==> src/logic/rtc_pins_pkg.sv <==
// Shared constants and types for the real-time clock output pin logic
package rtc_pins_pkg;
	// Core clock rate
	localparam int CLK_KHZ = 40000;

	// Times in milliseconds, as specified
	localparam int DEBOUNCE_MS       = 250;
	localparam int RST_HOLD_MS       = 250;
	localparam int REC_HOLD_MS       = 125;
	localparam int OSF_DELAY_MS      = 100;
	localparam int SERIAL_TIMEOUT_MS = 25;

	// Same times in core clock cycles
	localparam int DEBOUNCE_CYCLES       = DEBOUNCE_MS * CLK_KHZ;
	localparam int RST_HOLD_CYCLES       = RST_HOLD_MS * CLK_KHZ;
	localparam int REC_HOLD_CYCLES       = REC_HOLD_MS * CLK_KHZ;
	localparam int OSF_DELAY_CYCLES      = OSF_DELAY_MS * CLK_KHZ;
	localparam int SERIAL_TIMEOUT_CYCLES = SERIAL_TIMEOUT_MS * CLK_KHZ;

	// Control register
	localparam logic [7:0] CTL_ADDR    = 8'h0e;
	localparam logic [7:0] CTL_RESET   = 8'h04;
	localparam int         CTL_OSC_DIS = 7;
	localparam int         CTL_RATE_HI = 4;
	localparam int         CTL_RATE_LO = 3;
	localparam int         CTL_SELECT  = 2;
	localparam int         CTL_A2_EN   = 1;
	localparam int         CTL_A1_EN   = 0;

	// Oscillator stop flag value after reset
	localparam logic OSF_RESET = 1'h1;

	// Square-wave half periods in oscillator rising edges, per rate select
	localparam int          WAVE_W       = 15;
	localparam logic [14:0] HALF_RATE_0  = 15'h4000;
	localparam logic [14:0] HALF_RATE_1  = 15'h0010;
	localparam logic [14:0] HALF_RATE_2  = 15'h0004;
	localparam logic [14:0] HALF_RATE_3  = 15'h0002;

	// Conditioned pin inputs
	localparam int         SENSE_N      = 4;
	localparam int         SENSE_SUPPLY = 0;
	localparam int         SENSE_BATT   = 1;
	localparam int         SENSE_RST    = 2;
	localparam int         SENSE_OSC    = 3;
	localparam logic [3:0] SENSE_RESET  = 4'h5;

	typedef enum logic [2:0] {
		POWER_FAIL,
		RECOVER,
		IDLE,
		DEBOUNCE,
		WAIT_RISE,
		RST_HOLD
	} rst_state_t;
endpackage : rtc_pins_pkg

==> src/logic/pin_sense_if.sv <==
// Conditioned pin levels passed from the input conditioner to the pin logic
`timescale 1ns/1ps
interface pin_sense_if;
	logic [rtc_pins_pkg::SENSE_N-1:0] level;

	modport conditioner (output level);
	modport consumer    (input  level);
endinterface : pin_sense_if

==> src/logic/pin_conditioner.sv <==
// Three-stage synchroniser with agreement filter for the external pin inputs
`timescale 1ns/1ps
module pin_conditioner (
	input  wire logic                             i_clk,
	input  wire logic                             i_rst_b,
	input  wire logic [rtc_pins_pkg::SENSE_N-1:0] i_raw,
	pin_sense_if.conditioner                      sense
);
	logic [rtc_pins_pkg::SENSE_N-1:0] stage1;
	logic [rtc_pins_pkg::SENSE_N-1:0] stage2;
	logic [rtc_pins_pkg::SENSE_N-1:0] stage3;
	logic [rtc_pins_pkg::SENSE_N-1:0] filtered;
	logic [rtc_pins_pkg::SENSE_N-1:0] next_filtered;

	////////////////////////////////////////////////////////////////
	// A bit sets only once the second and third stages agree high, and clears as soon as they disagree
	always_comb begin
		next_filtered = (filtered & ~(stage2 ^ stage3)) | (stage2 & ~(stage2 ^ stage3));
	end

	always_ff @(posedge i_clk or negedge i_rst_b) begin
		if (!i_rst_b) begin
			stage1   <= rtc_pins_pkg::SENSE_RESET;
			stage2   <= rtc_pins_pkg::SENSE_RESET;
			stage3   <= rtc_pins_pkg::SENSE_RESET;
			filtered <= rtc_pins_pkg::SENSE_RESET;
		end else begin
			stage1   <= i_raw;
			stage2   <= stage1;
			stage3   <= stage2;
			filtered <= next_filtered;
		end
	end

	assign sense.level = filtered;
endmodule : pin_conditioner

==> src/logic/rtc_output_pin_control.sv <==
// Reset, interrupt/square-wave and clock-out pin logic of the real-time clock
`timescale 1ns/1ps
module rtc_output_pin_control #(
	parameter int DEBOUNCE_CYCLES       = rtc_pins_pkg::DEBOUNCE_CYCLES,
	parameter int RST_HOLD_CYCLES       = rtc_pins_pkg::RST_HOLD_CYCLES,
	parameter int REC_HOLD_CYCLES       = rtc_pins_pkg::REC_HOLD_CYCLES,
	parameter int OSF_DELAY_CYCLES      = rtc_pins_pkg::OSF_DELAY_CYCLES,
	parameter int SERIAL_TIMEOUT_CYCLES = rtc_pins_pkg::SERIAL_TIMEOUT_CYCLES
) (
	input  wire logic       i_clk,
	input  wire logic       i_rst_b,
	input  wire logic       i_supply_below_threshold,
	input  wire logic       i_on_battery,
	input  wire logic       i_osc_clk,
	input  wire logic       i_rst_pin,
	output logic            o_rst_pin_out,
	output logic            o_rst_pin_oe,
	output logic            o_irq_or_wave_pin_out,
	output logic            o_irq_or_wave_pin_oe,
	output logic            o_clk_out,
	output logic            o_osc_enable,
	input  wire logic       i_ctl_wr,
	input  wire logic [7:0] i_ctl_addr,
	input  wire logic [7:0] i_ctl_wdata,
	output logic      [7:0] o_ctl_rdata,
	input  wire logic       i_clk_out_enable,
	input  wire logic       i_clk_out_battery_enable,
	output logic            o_osc_stop_flag,
	input  wire logic       i_osc_stop_clear,
	input  wire logic       i_alarm1_match,
	input  wire logic       i_alarm2_match,
	input  wire logic [1:0] i_alarm_clear,
	output logic      [1:0] o_alarm_flags,
	input  wire logic       i_serial_busy,
	input  wire logic       i_serial_activity,
	output logic            o_serial_abort
);
	pin_sense_if sense ();

	pin_conditioner u_cond (
		.i_clk   (i_clk),
		.i_rst_b (i_rst_b),
		.i_raw   ({i_osc_clk, i_rst_pin, i_on_battery, i_supply_below_threshold}),
		.sense   (sense.conditioner)
	);

	logic supply_low;
	logic on_battery;
	logic rst_sense;
	logic osc_sense;

	assign supply_low = sense.level[rtc_pins_pkg::SENSE_SUPPLY];
	assign on_battery = sense.level[rtc_pins_pkg::SENSE_BATT];
	assign rst_sense  = sense.level[rtc_pins_pkg::SENSE_RST];
	assign osc_sense  = sense.level[rtc_pins_pkg::SENSE_OSC];

	function automatic logic [rtc_pins_pkg::WAVE_W-1:0] half_period(input logic [1:0] rate);
		case (rate)
			2'h0:    half_period = rtc_pins_pkg::HALF_RATE_0;
			2'h1:    half_period = rtc_pins_pkg::HALF_RATE_1;
			2'h2:    half_period = rtc_pins_pkg::HALF_RATE_2;
			default: half_period = rtc_pins_pkg::HALF_RATE_3;
		endcase
	endfunction : half_period

	// Control register decode, shared by the write strobe and the read path
	function automatic logic hits_ctl(input logic [7:0] addr);
		return addr == rtc_pins_pkg::CTL_ADDR;
	endfunction : hits_ctl

	////////////////////////////////////////////////////////////////
	// Reset pin sequencer
	rtc_pins_pkg::rst_state_t state;
	rtc_pins_pkg::rst_state_t next_state;
	logic [31:0]              timer;
	logic [31:0]              next_timer;
	logic                     rst_prev;
	logic [7:0]               ctl;
	logic                     osc_dis;
	logic                     btn_fall;

	assign osc_dis  = ctl[rtc_pins_pkg::CTL_OSC_DIS];
	assign btn_fall = rst_prev & ~rst_sense;

	always_comb begin
		next_state = state;
		next_timer = timer + 32'h1;
		case (state)
			rtc_pins_pkg::POWER_FAIL: begin
				next_timer = 32'h0;
				if (!supply_low) begin
					next_state = osc_dis ? rtc_pins_pkg::IDLE : rtc_pins_pkg::RECOVER;
				end
			end
			rtc_pins_pkg::RECOVER: begin
				if (timer == 32'(REC_HOLD_CYCLES - 1)) begin
					next_state = rtc_pins_pkg::IDLE;
				end
			end
			rtc_pins_pkg::IDLE: begin
				next_timer = 32'h0;
				if (btn_fall) begin
					next_state = rtc_pins_pkg::DEBOUNCE;
				end
			end
			rtc_pins_pkg::DEBOUNCE: begin
				if (timer == 32'(DEBOUNCE_CYCLES - 1)) begin
					next_state = rtc_pins_pkg::WAIT_RISE;
				end
			end
			rtc_pins_pkg::WAIT_RISE: begin
				// Pin is released here, so the button level is visible again
				next_timer = 32'h0;
				if (rst_sense) begin
					next_state = rtc_pins_pkg::RST_HOLD;
				end
			end
			rtc_pins_pkg::RST_HOLD: begin
				if (timer == 32'(RST_HOLD_CYCLES - 1)) begin
					next_state = rtc_pins_pkg::IDLE;
				end
			end
			default: begin
				next_state = rtc_pins_pkg::POWER_FAIL;
				next_timer = 32'h0;
			end
		endcase
		// Power fail overrides any button cycle in progress
		if (supply_low) begin
			next_state = rtc_pins_pkg::POWER_FAIL;
			next_timer = 32'h0;
		end
	end

	always_ff @(posedge i_clk or negedge i_rst_b) begin
		if (!i_rst_b) begin
			state    <= rtc_pins_pkg::POWER_FAIL;
			timer    <= 32'h0;
			rst_prev <= 1'h1;
		end else begin
			state    <= next_state;
			timer    <= next_timer;
			rst_prev <= rst_sense;
		end
	end

	// Open drain: only ever pulls low
	assign o_rst_pin_out = 1'h0;
	assign o_rst_pin_oe  = (state != rtc_pins_pkg::IDLE) && (state != rtc_pins_pkg::WAIT_RISE);

	////////////////////////////////////////////////////////////////
	// Control register, alarms and pin outputs
	logic [7:0]                     next_ctl;
	logic [7:0]                     next_rdata;
	logic [1:0]                     next_alarm;
	logic                           irq_level;
	logic                           wave;
	logic                           next_wave;
	logic [rtc_pins_pkg::WAVE_W-1:0] wave_cnt;
	logic [rtc_pins_pkg::WAVE_W-1:0] next_wave_cnt;
	logic                           osc_prev;
	logic                           osc_rise;
	logic                           next_irq_oe;
	logic                           next_clk_out;
	logic                           next_osc_enable;
	logic                           wave_sel;

	assign wave_sel = ~ctl[rtc_pins_pkg::CTL_SELECT];
	assign osc_rise = osc_sense & ~osc_prev;
	assign irq_level = ctl[rtc_pins_pkg::CTL_SELECT] &
		((o_alarm_flags[0] & ctl[rtc_pins_pkg::CTL_A1_EN]) |
		 (o_alarm_flags[1] & ctl[rtc_pins_pkg::CTL_A2_EN]));

	always_comb begin
		next_ctl = ctl;
		if (i_ctl_wr && hits_ctl(i_ctl_addr)) begin
			next_ctl = i_ctl_wdata;
		end
		next_rdata = hits_ctl(i_ctl_addr) ? ctl : 8'h00;
		// A match in the clearing cycle keeps the flag set
		next_alarm = (o_alarm_flags & ~i_alarm_clear) | {i_alarm2_match, i_alarm1_match};
		next_wave     = wave;
		next_wave_cnt = wave_cnt;
		if (osc_rise) begin
			if (wave_cnt >= half_period({ctl[rtc_pins_pkg::CTL_RATE_HI], ctl[rtc_pins_pkg::CTL_RATE_LO]}) - 15'h1) begin
				next_wave_cnt = '0;
				next_wave     = ~wave;
			end else begin
				next_wave_cnt = wave_cnt + 15'h1;
			end
		end
		next_irq_oe     = wave_sel ? ~wave : irq_level;
		next_clk_out    = osc_sense & i_clk_out_enable & i_clk_out_battery_enable;
		next_osc_enable = ~(on_battery & osc_dis);
	end

	always_ff @(posedge i_clk or negedge i_rst_b) begin
		if (!i_rst_b) begin
			ctl                  <= rtc_pins_pkg::CTL_RESET;
			o_ctl_rdata          <= 8'h00;
			o_alarm_flags        <= 2'h0;
			wave                 <= 1'h0;
			wave_cnt             <= '0;
			osc_prev             <= 1'h0;
			o_irq_or_wave_pin_oe <= 1'h0;
			o_clk_out            <= 1'h0;
			o_osc_enable         <= 1'h1;
		end else begin
			ctl                  <= next_ctl;
			o_ctl_rdata          <= next_rdata;
			o_alarm_flags        <= next_alarm;
			wave                 <= next_wave;
			wave_cnt             <= next_wave_cnt;
			osc_prev             <= osc_sense;
			o_irq_or_wave_pin_oe <= next_irq_oe;
			o_clk_out            <= next_clk_out;
			o_osc_enable         <= next_osc_enable;
		end
	end

	assign o_irq_or_wave_pin_out = 1'h0;

	////////////////////////////////////////////////////////////////
	// Oscillator stop detect and serial timeout
	logic [31:0] stop_cnt;
	logic [31:0] next_stop_cnt;
	logic        next_osf;
	logic        osc_change;
	logic [31:0] to_cnt;
	logic [31:0] next_to_cnt;
	logic        next_abort;
	logic        stop_done;

	assign osc_change = osc_sense ^ osc_prev;
	assign stop_done  = (stop_cnt == 32'(OSF_DELAY_CYCLES - 1));

	always_comb begin
		next_stop_cnt = osc_change ? 32'h0 : (stop_done ? stop_cnt : stop_cnt + 32'h1);
		next_osf      = (o_osc_stop_flag & ~i_osc_stop_clear) | (stop_done & ~osc_change);
		next_to_cnt   = 32'h0;
		next_abort    = 1'h0;
		if (i_serial_busy && !i_serial_activity) begin
			if (to_cnt == 32'(SERIAL_TIMEOUT_CYCLES - 1)) begin
				next_abort = 1'h1;
			end else begin
				next_to_cnt = to_cnt + 32'h1;
			end
		end
	end

	always_ff @(posedge i_clk or negedge i_rst_b) begin
		if (!i_rst_b) begin
			stop_cnt        <= 32'h0;
			o_osc_stop_flag <= rtc_pins_pkg::OSF_RESET;
			to_cnt          <= 32'h0;
			o_serial_abort  <= 1'h0;
		end else begin
			stop_cnt        <= next_stop_cnt;
			o_osc_stop_flag <= next_osf;
			to_cnt          <= next_to_cnt;
			o_serial_abort  <= next_abort;
		end
	end
endmodule : rtc_output_pin_control

==> config.mk <==
export PLATFORM = sky130hd
export DESIGN_NAME = rtc_output_pin_control
export DESIGN_NICKNAME = d
export VERILOG_FILES = /design/src/logic/rtc_pins_pkg.sv /design/src/logic/pin_sense_if.sv /design/src/logic/pin_conditioner.sv /design/src/logic/rtc_output_pin_control.sv
export SDC_FILE = /design/constraint.sdc
export NUM_CORES = 1
export LEC_CHECK = 0
export ABC_AREA = 0
export BUFFER_PORTS_ARGS = -buffer_cell sky130_fd_sc_hd__buf_2
export CORE_MARGIN = 8
export CORE_UTILIZATION = 60
export CTS_CLUSTER_SIZE = 30
export DETAILED_ROUTE_END_ITERATION = 8
export PLACE_DENSITY = 0.79
export SLEW_MARGIN = 15
export SYNTH_ARGS = -nofsm -noshare
export SYNTH_HDL_FRONTEND = slang
export SYNTH_SLANG_ARGS = --single-unit
==> constraint.sdc <==
create_clock -name i_clk -period 3.1 [get_ports i_clk]
set_input_delay 0.155 -clock i_clk [delete_from_list [all_inputs] [get_ports i_clk]]
set_output_delay 0.155 -clock i_clk [all_outputs]
set_load 0.02 [all_outputs]
Word-level counts from Yosys, hierarchy flattened. Index checks and enable logic that the tools add are counted.

Bits of input ports: 32. Bits in registers: 156. Bits in writable memories: 0. Output and inout port bits: 18. Latch bits: 0. Memories: 0. Logic and storage cells: 103. Bits in read-only memories: 0.

Order comparisons: 1. Shift operators: 0. Div/mod/pow operators: 0. Mux-type cells: 21. Reduce and logical (&&, ||, !) cells: 9. Add/subtract/negate cells: 5. Multiply operators: 0. Bitwise gates (word level): 27. Equal/unequal tests: 20.

Operator list (count): $mux W32 (6); $add A32 B1 Y32 const B (3); $pmux W15 S3 (1); $eq A32 B20 Y1 const B (1); $eq A32 B22 Y1 const B (1); $eq A32 B23 Y1 const B (1); $eq A32 B24 Y1 const B (1); $mux W15 (2); $mux W3 (6); $pmux W3 S6 (1); $add A15 B1 Y15 const B (1); $ge A15 B15 Y1 (1); $ne A3 B2 Y1 const B (5); $sub A15 B1 Y15 const B (1); $and A1 B1 Y1 (10); $and A4 B4 Y4 (2); $eq A8 B4 Y1 const B (1); $mux W8 (1); $eq A3 B2 Y1 const B (2); $eq A3 B3 Y1 const B (2); $not A1 Y1 (6); $reduce_and A5 Y1 (1); $not A4 Y4 (1); $or A4 B4 Y4 (1); other kinds (20) (25).

Depth between registers and ports, before layout.
Depth after elaboration: 6. Depth in mapped cells: 11. Depth with buffers taken out: 10.

By module. From an unflattened synthesis, not the netlist that was laid out.

Cells, all modules: 743. Area, all modules: 7569.8 µm².

Modules (own cells, without submodules): rtc_output_pin_control (cells each 715, seq. area each 3508.4 µm², area an instance 7064.3 µm², instances 1); pin_conditioner (cells each 28, seq. area each 410.4 µm², area an instance 505.5 µm², instances 1).

Worst setup path after synthesis. No wires, ideal clock.

Kind: register -> register. From: register ctl[4]. To: register wave. Path slack: 611 ps. Setup time: 140 ps. Data arrival time: 2349 ps. Required time: 2960 ps. Buffers on the path: 1. Period minus slack after synthesis: 2489 ps. Stages on the path, launching flop included: 9. Path through: dfrtp_1 -> or2_2 -> ha_1 -> a21o_1 -> a211o_1 -> a211o_1 -> and2_1 -> clkbuf_1 -> xor2_1.

Word-level cells in the longest chain between the ends: 6.

RTL lines: start, declared (RTL line rtc_output_pin_control.sv:78) `logic [7:0] ctl;`; start signal, assigned (RTL line rtc_output_pin_control.sv:199) `ctl <= rtc_pins_pkg::CTL_RESET;`; start signal, assigned (RTL line rtc_output_pin_control.sv:209) `ctl <= next_ctl;`; $eq A2 B2 Y1, or another cell as far along (RTL line rtc_output_pin_control.sv:58) `case (rate)`; $pmux W15 S3 * (RTL line rtc_output_pin_control.sv:58); $mux W15 * (RTL line rtc_output_pin_control.sv:184) `if (osc_rise) begin`; $sub A15 B1 Y15 * (RTL line rtc_output_pin_control.sv:185) `if (wave_cnt >= half_period({ctl[rtc_pins_pkg::CTL_RATE_HI], ctl[rtc_pins_pkg::CTL_RATE_LO]}) - 15'h1) begin`; $ge A15 B15 Y1 * (RTL line rtc_output_pin_control.sv:185); $reduce_and A2 Y1 (no source line) *; end signal, assigned (RTL line rtc_output_pin_control.sv:212) `wave <= next_wave;`; end, declared (RTL line rtc_output_pin_control.sv:157) `logic wave;`.

Mark *: on every way between the ends. The rest lies on a longest branch, timed or not. The select of a mux whose other input is x is not followed. A chain may end at the register's enable or synchronous reset.

Worst setup path after layout. Same ends and word-level chain as after synthesis.

==> impl_results.md <==
- Post-detail-place hpwl: 10.1 mm
- Final setup fails: 0
- Fmax achieved: 0.372 GHz
- Slowest CP cell: or2_2
- Wire per inst: 15.8 µm
- Fin. Hold Viols: 0
- Final nets: 868
- RSZ-0062 raised after global routing: false
- # rows: 41
- Critical Path Sink Type: flip-flop
- Synthesized area: 0.00759 mm²
- Hold_ws: 14.7 ps
- Fillcell total: 906
- Drt pass-1 iters: 5
- Total power: 4800 µW
- Yosys cell types: 54
- Largest net degree at the start of global routing: 112
- YS warnings: 0
- Die ar.: 0.0165 mm²
- Post-Synth XOR/XNOR Area: 10.3%
- Worst Hold Class: in2reg
- Largest family of logic cells by synthesized area: simple AND/OR/NAND/NOR gates
- CTS root buffer: clkbuf_16
- Multiplexer area fraction after synthesis: 1.73%
- M1 GR Usage: 24.1%
- Maximum clock path buffer count: 2
- Core box area: 0.0125 mm²
- CP cell instances: or2_2 -> ha_1 -> a21o_1 -> a211o_1 -> a211o_1 -> and2_1 -> xor2_1
- Worst path top cell family by delay: compound AO/OA/AOI/OAI gates
- CTS tree: built
- Syn Inst Count: 742
- First-pass GRT wire length: 26.8 mm
- Syn Area/Cell: 10.2 µm²
- P_leak: 0.00406 µW
- Area of the multi-input gates: 0.00350 mm²
- Top cell by count, worst path: a211o_1
- Post-synthesis adder-cell area fraction: 3.79%
- Slew at the pin closest to its max-slew limit: 1010 ps
- ANT nets after route: 0
- DRT iter0 DRCs: 355
- Share of cells above drive strength 1: 14.1%
- #FFs+latches synth: 156
- Most Crowded Layer GR: met2
- DRC viols: 0
- IO Count: 50
- Setup Skew: 7.51 ps
- Power density over the cells: 545 mW/mm²
- Final min period: 2690 ps
- Initial antenna violation count: 0
- Critical path's largest stage delay: 420 ps
- Commonest non-fill, non-tap cell in the layout: dfrtp_1
- Synth Area in Simple Gates: 24.8%
- Setup Fix Bufs, Post-CTS: 0
- Register Area: 0.00392 mm²
- Final TNS setup: 0 ps
- Port Buf Inserts: 47
- Met3 global-route usage: 5.75%
- Run status: finished, final reports clean
- Clock Latency Late Sink: 420 ps
- Period utilization: 86.6%
- Vias in the first global route: 5,700
- CTS sink cnt: 156
- Gr usage total: 20.2%
- Max Transition Viols Final: 0
- Worst EP arrival: 2970 ps
- Worst-path maximum fanout: 10
- Via-per-instance ratio: 5.68
- CP required: 3380 ps
- Util after Layout: 70.7%
- GR Util met2: 34.8%
- Crit path launch type: flip-flop
- Die H: 129 µm
- Diode count: 0
- Clock transition at path regs: 50 ps
- EDFF count, synth: 0
- Sequential share of the synthesized area: 51.6%
- Post-synth top flop: dfrtp_1
- GP Congestion: 0.861
- Max-Cap Viols: 0
- Buf/Inv on CP: 0
- Area growth from synthesis to layout: 16.0%
- Grt ovf: 0
- Critical path class: reg2reg
- VDD IR max: 0.501 mV
- Slew headroom: 32.8%
- Compound-Gate Fraction of Synth Area: 5.39%
- Die W: 129 µm
- H-Tree Depth: 4
- Num CTS Buffers: 17
- Share of flip-flops with an asynchronous set or reset: 100%
- Commonest non-fill, non-tap cells in the layout: dfrtp_1 (144), nor2_1 (106), xor2_1 (52)
- Post-Route WL: 15.7 mm
- Starting Density: 60.9%
- Vias: 5,665
[worst reg2reg max path, stage by stage, from the launching register on]
cell	delay (ps)
dfrtp_1	410
or2_2	420
ha_1	340
a21o_1	190
a211o_1	300
a211o_1	360
and2_1	320
xor2_1	190
[cell type report]
type | instances | area share, %
clock inverters | 6 | 1.22
inverters | 25 | 1.07
well taps | 172 | 2.44
flip-flops and latches | 156 | 44.5
repair buffers | 71 | 5.33
multi-input cells | 542 | 39.7
clock buffers | 25 | 5.74
[worst paths after layout]
kind | slack [ps] | depth (start not counted) | from | to
worst min register to register | 350 | 0 | u_cond.stage1[3] | u_cond.stage2[3]
max in group asynchronous | 1730 | 3 | i_rst_b | stop_cnt[14]
min in group asynchronous | 410 | 2 | i_rst_b | timer[2]
worst min-delay path | 10 | 3 | i_alarm_clear[0] | o_alarm_flags[0]
worst max-delay path | 410 | 7 | ctl[4] | wave
worst max register to register | 410 | 7 | ctl[4] | wave
[synth_stat cells (all sizes together), types with 4 or more instances]
cell type  instances  area (µm²)
dfrtp            144        3600
nor2             106         398
xor2              52         455
nand3             48         240
nand2             47         179
xnor2             37         324
and2              32         200
nand4             30         194
inv               25        93.8
ha                23         288
nor4              19         140
and3              16         100
and4              14         123
clkbuf            14        52.6
o21ai             14        70.1
dfstp             12         315
a21oi             10        50.1
nor3              10        55.1
mux2               9         101
a21o               8        60.1
nor2b              7        43.8
buf                6        35.0
nand2b             5        31.3
or2                5        31.3
a211o              4        35.0
a211oi             4        30.0
or3                4        25.0
[where the power goes]
group	switching [µW]	internal, µW
clock	777	1370
sequential	102	2130
combinational	254	173
total	1130	3670
[flip-flops by register name, summed over array words and instances, names as in the netlist, 3 cells and up]
name and flops:
stop_cnt 32, u_cond.sense.level 4, u_cond.stage3 4, ctl 8, wave_cnt 15, u_cond.stage1 4, state 3, u_cond.stage2 4
timer 32, to_cnt 32, o_ctl_rdata 8
[timing repair]
| item | CTS | global route |
|---|---|---|
| endpoints found under the hold margin | 113 | 0 |
| setup endpoints to repair | 0 | 0 |
| hold buffers | 19 | 0 |
| gates resized for setup | 0 | 0 |
[cell families (layout without fill, tap and decap cells)]
family	Yosys count	in the layout
flops	156	156
simple gates	356	356
buf+inv	45	127
compound gates	60	60
other cells	1	2
mux	12	12
xor+xnor	89	89
fa+ha+maj	23	23
[per-stage QoR]
stage | setup WS [ps] | area [µm²] | cells
finish | 415 | 8810 | 997
global placement | 577 | 8010 | 947
detailed placement | 491 | 8010 | 947
global route | 333 | 8810 | 997
floorplan | 611 | 7600 | 743
CTS | 415 | 8810 | 997
[routing by layer]
| layer | part of all wire, % | up-vias |
|---|---|---|
| met5 | 0 | - |
| met3 | 5.5 | 16 |
| met4 | 1.2 | 0 |
| li1 | - | 2712 |
| met1 | 43 | 2798 |
| met2 | 51 | 139 |
Note: power is estimated with default switching activity, not from simulation.
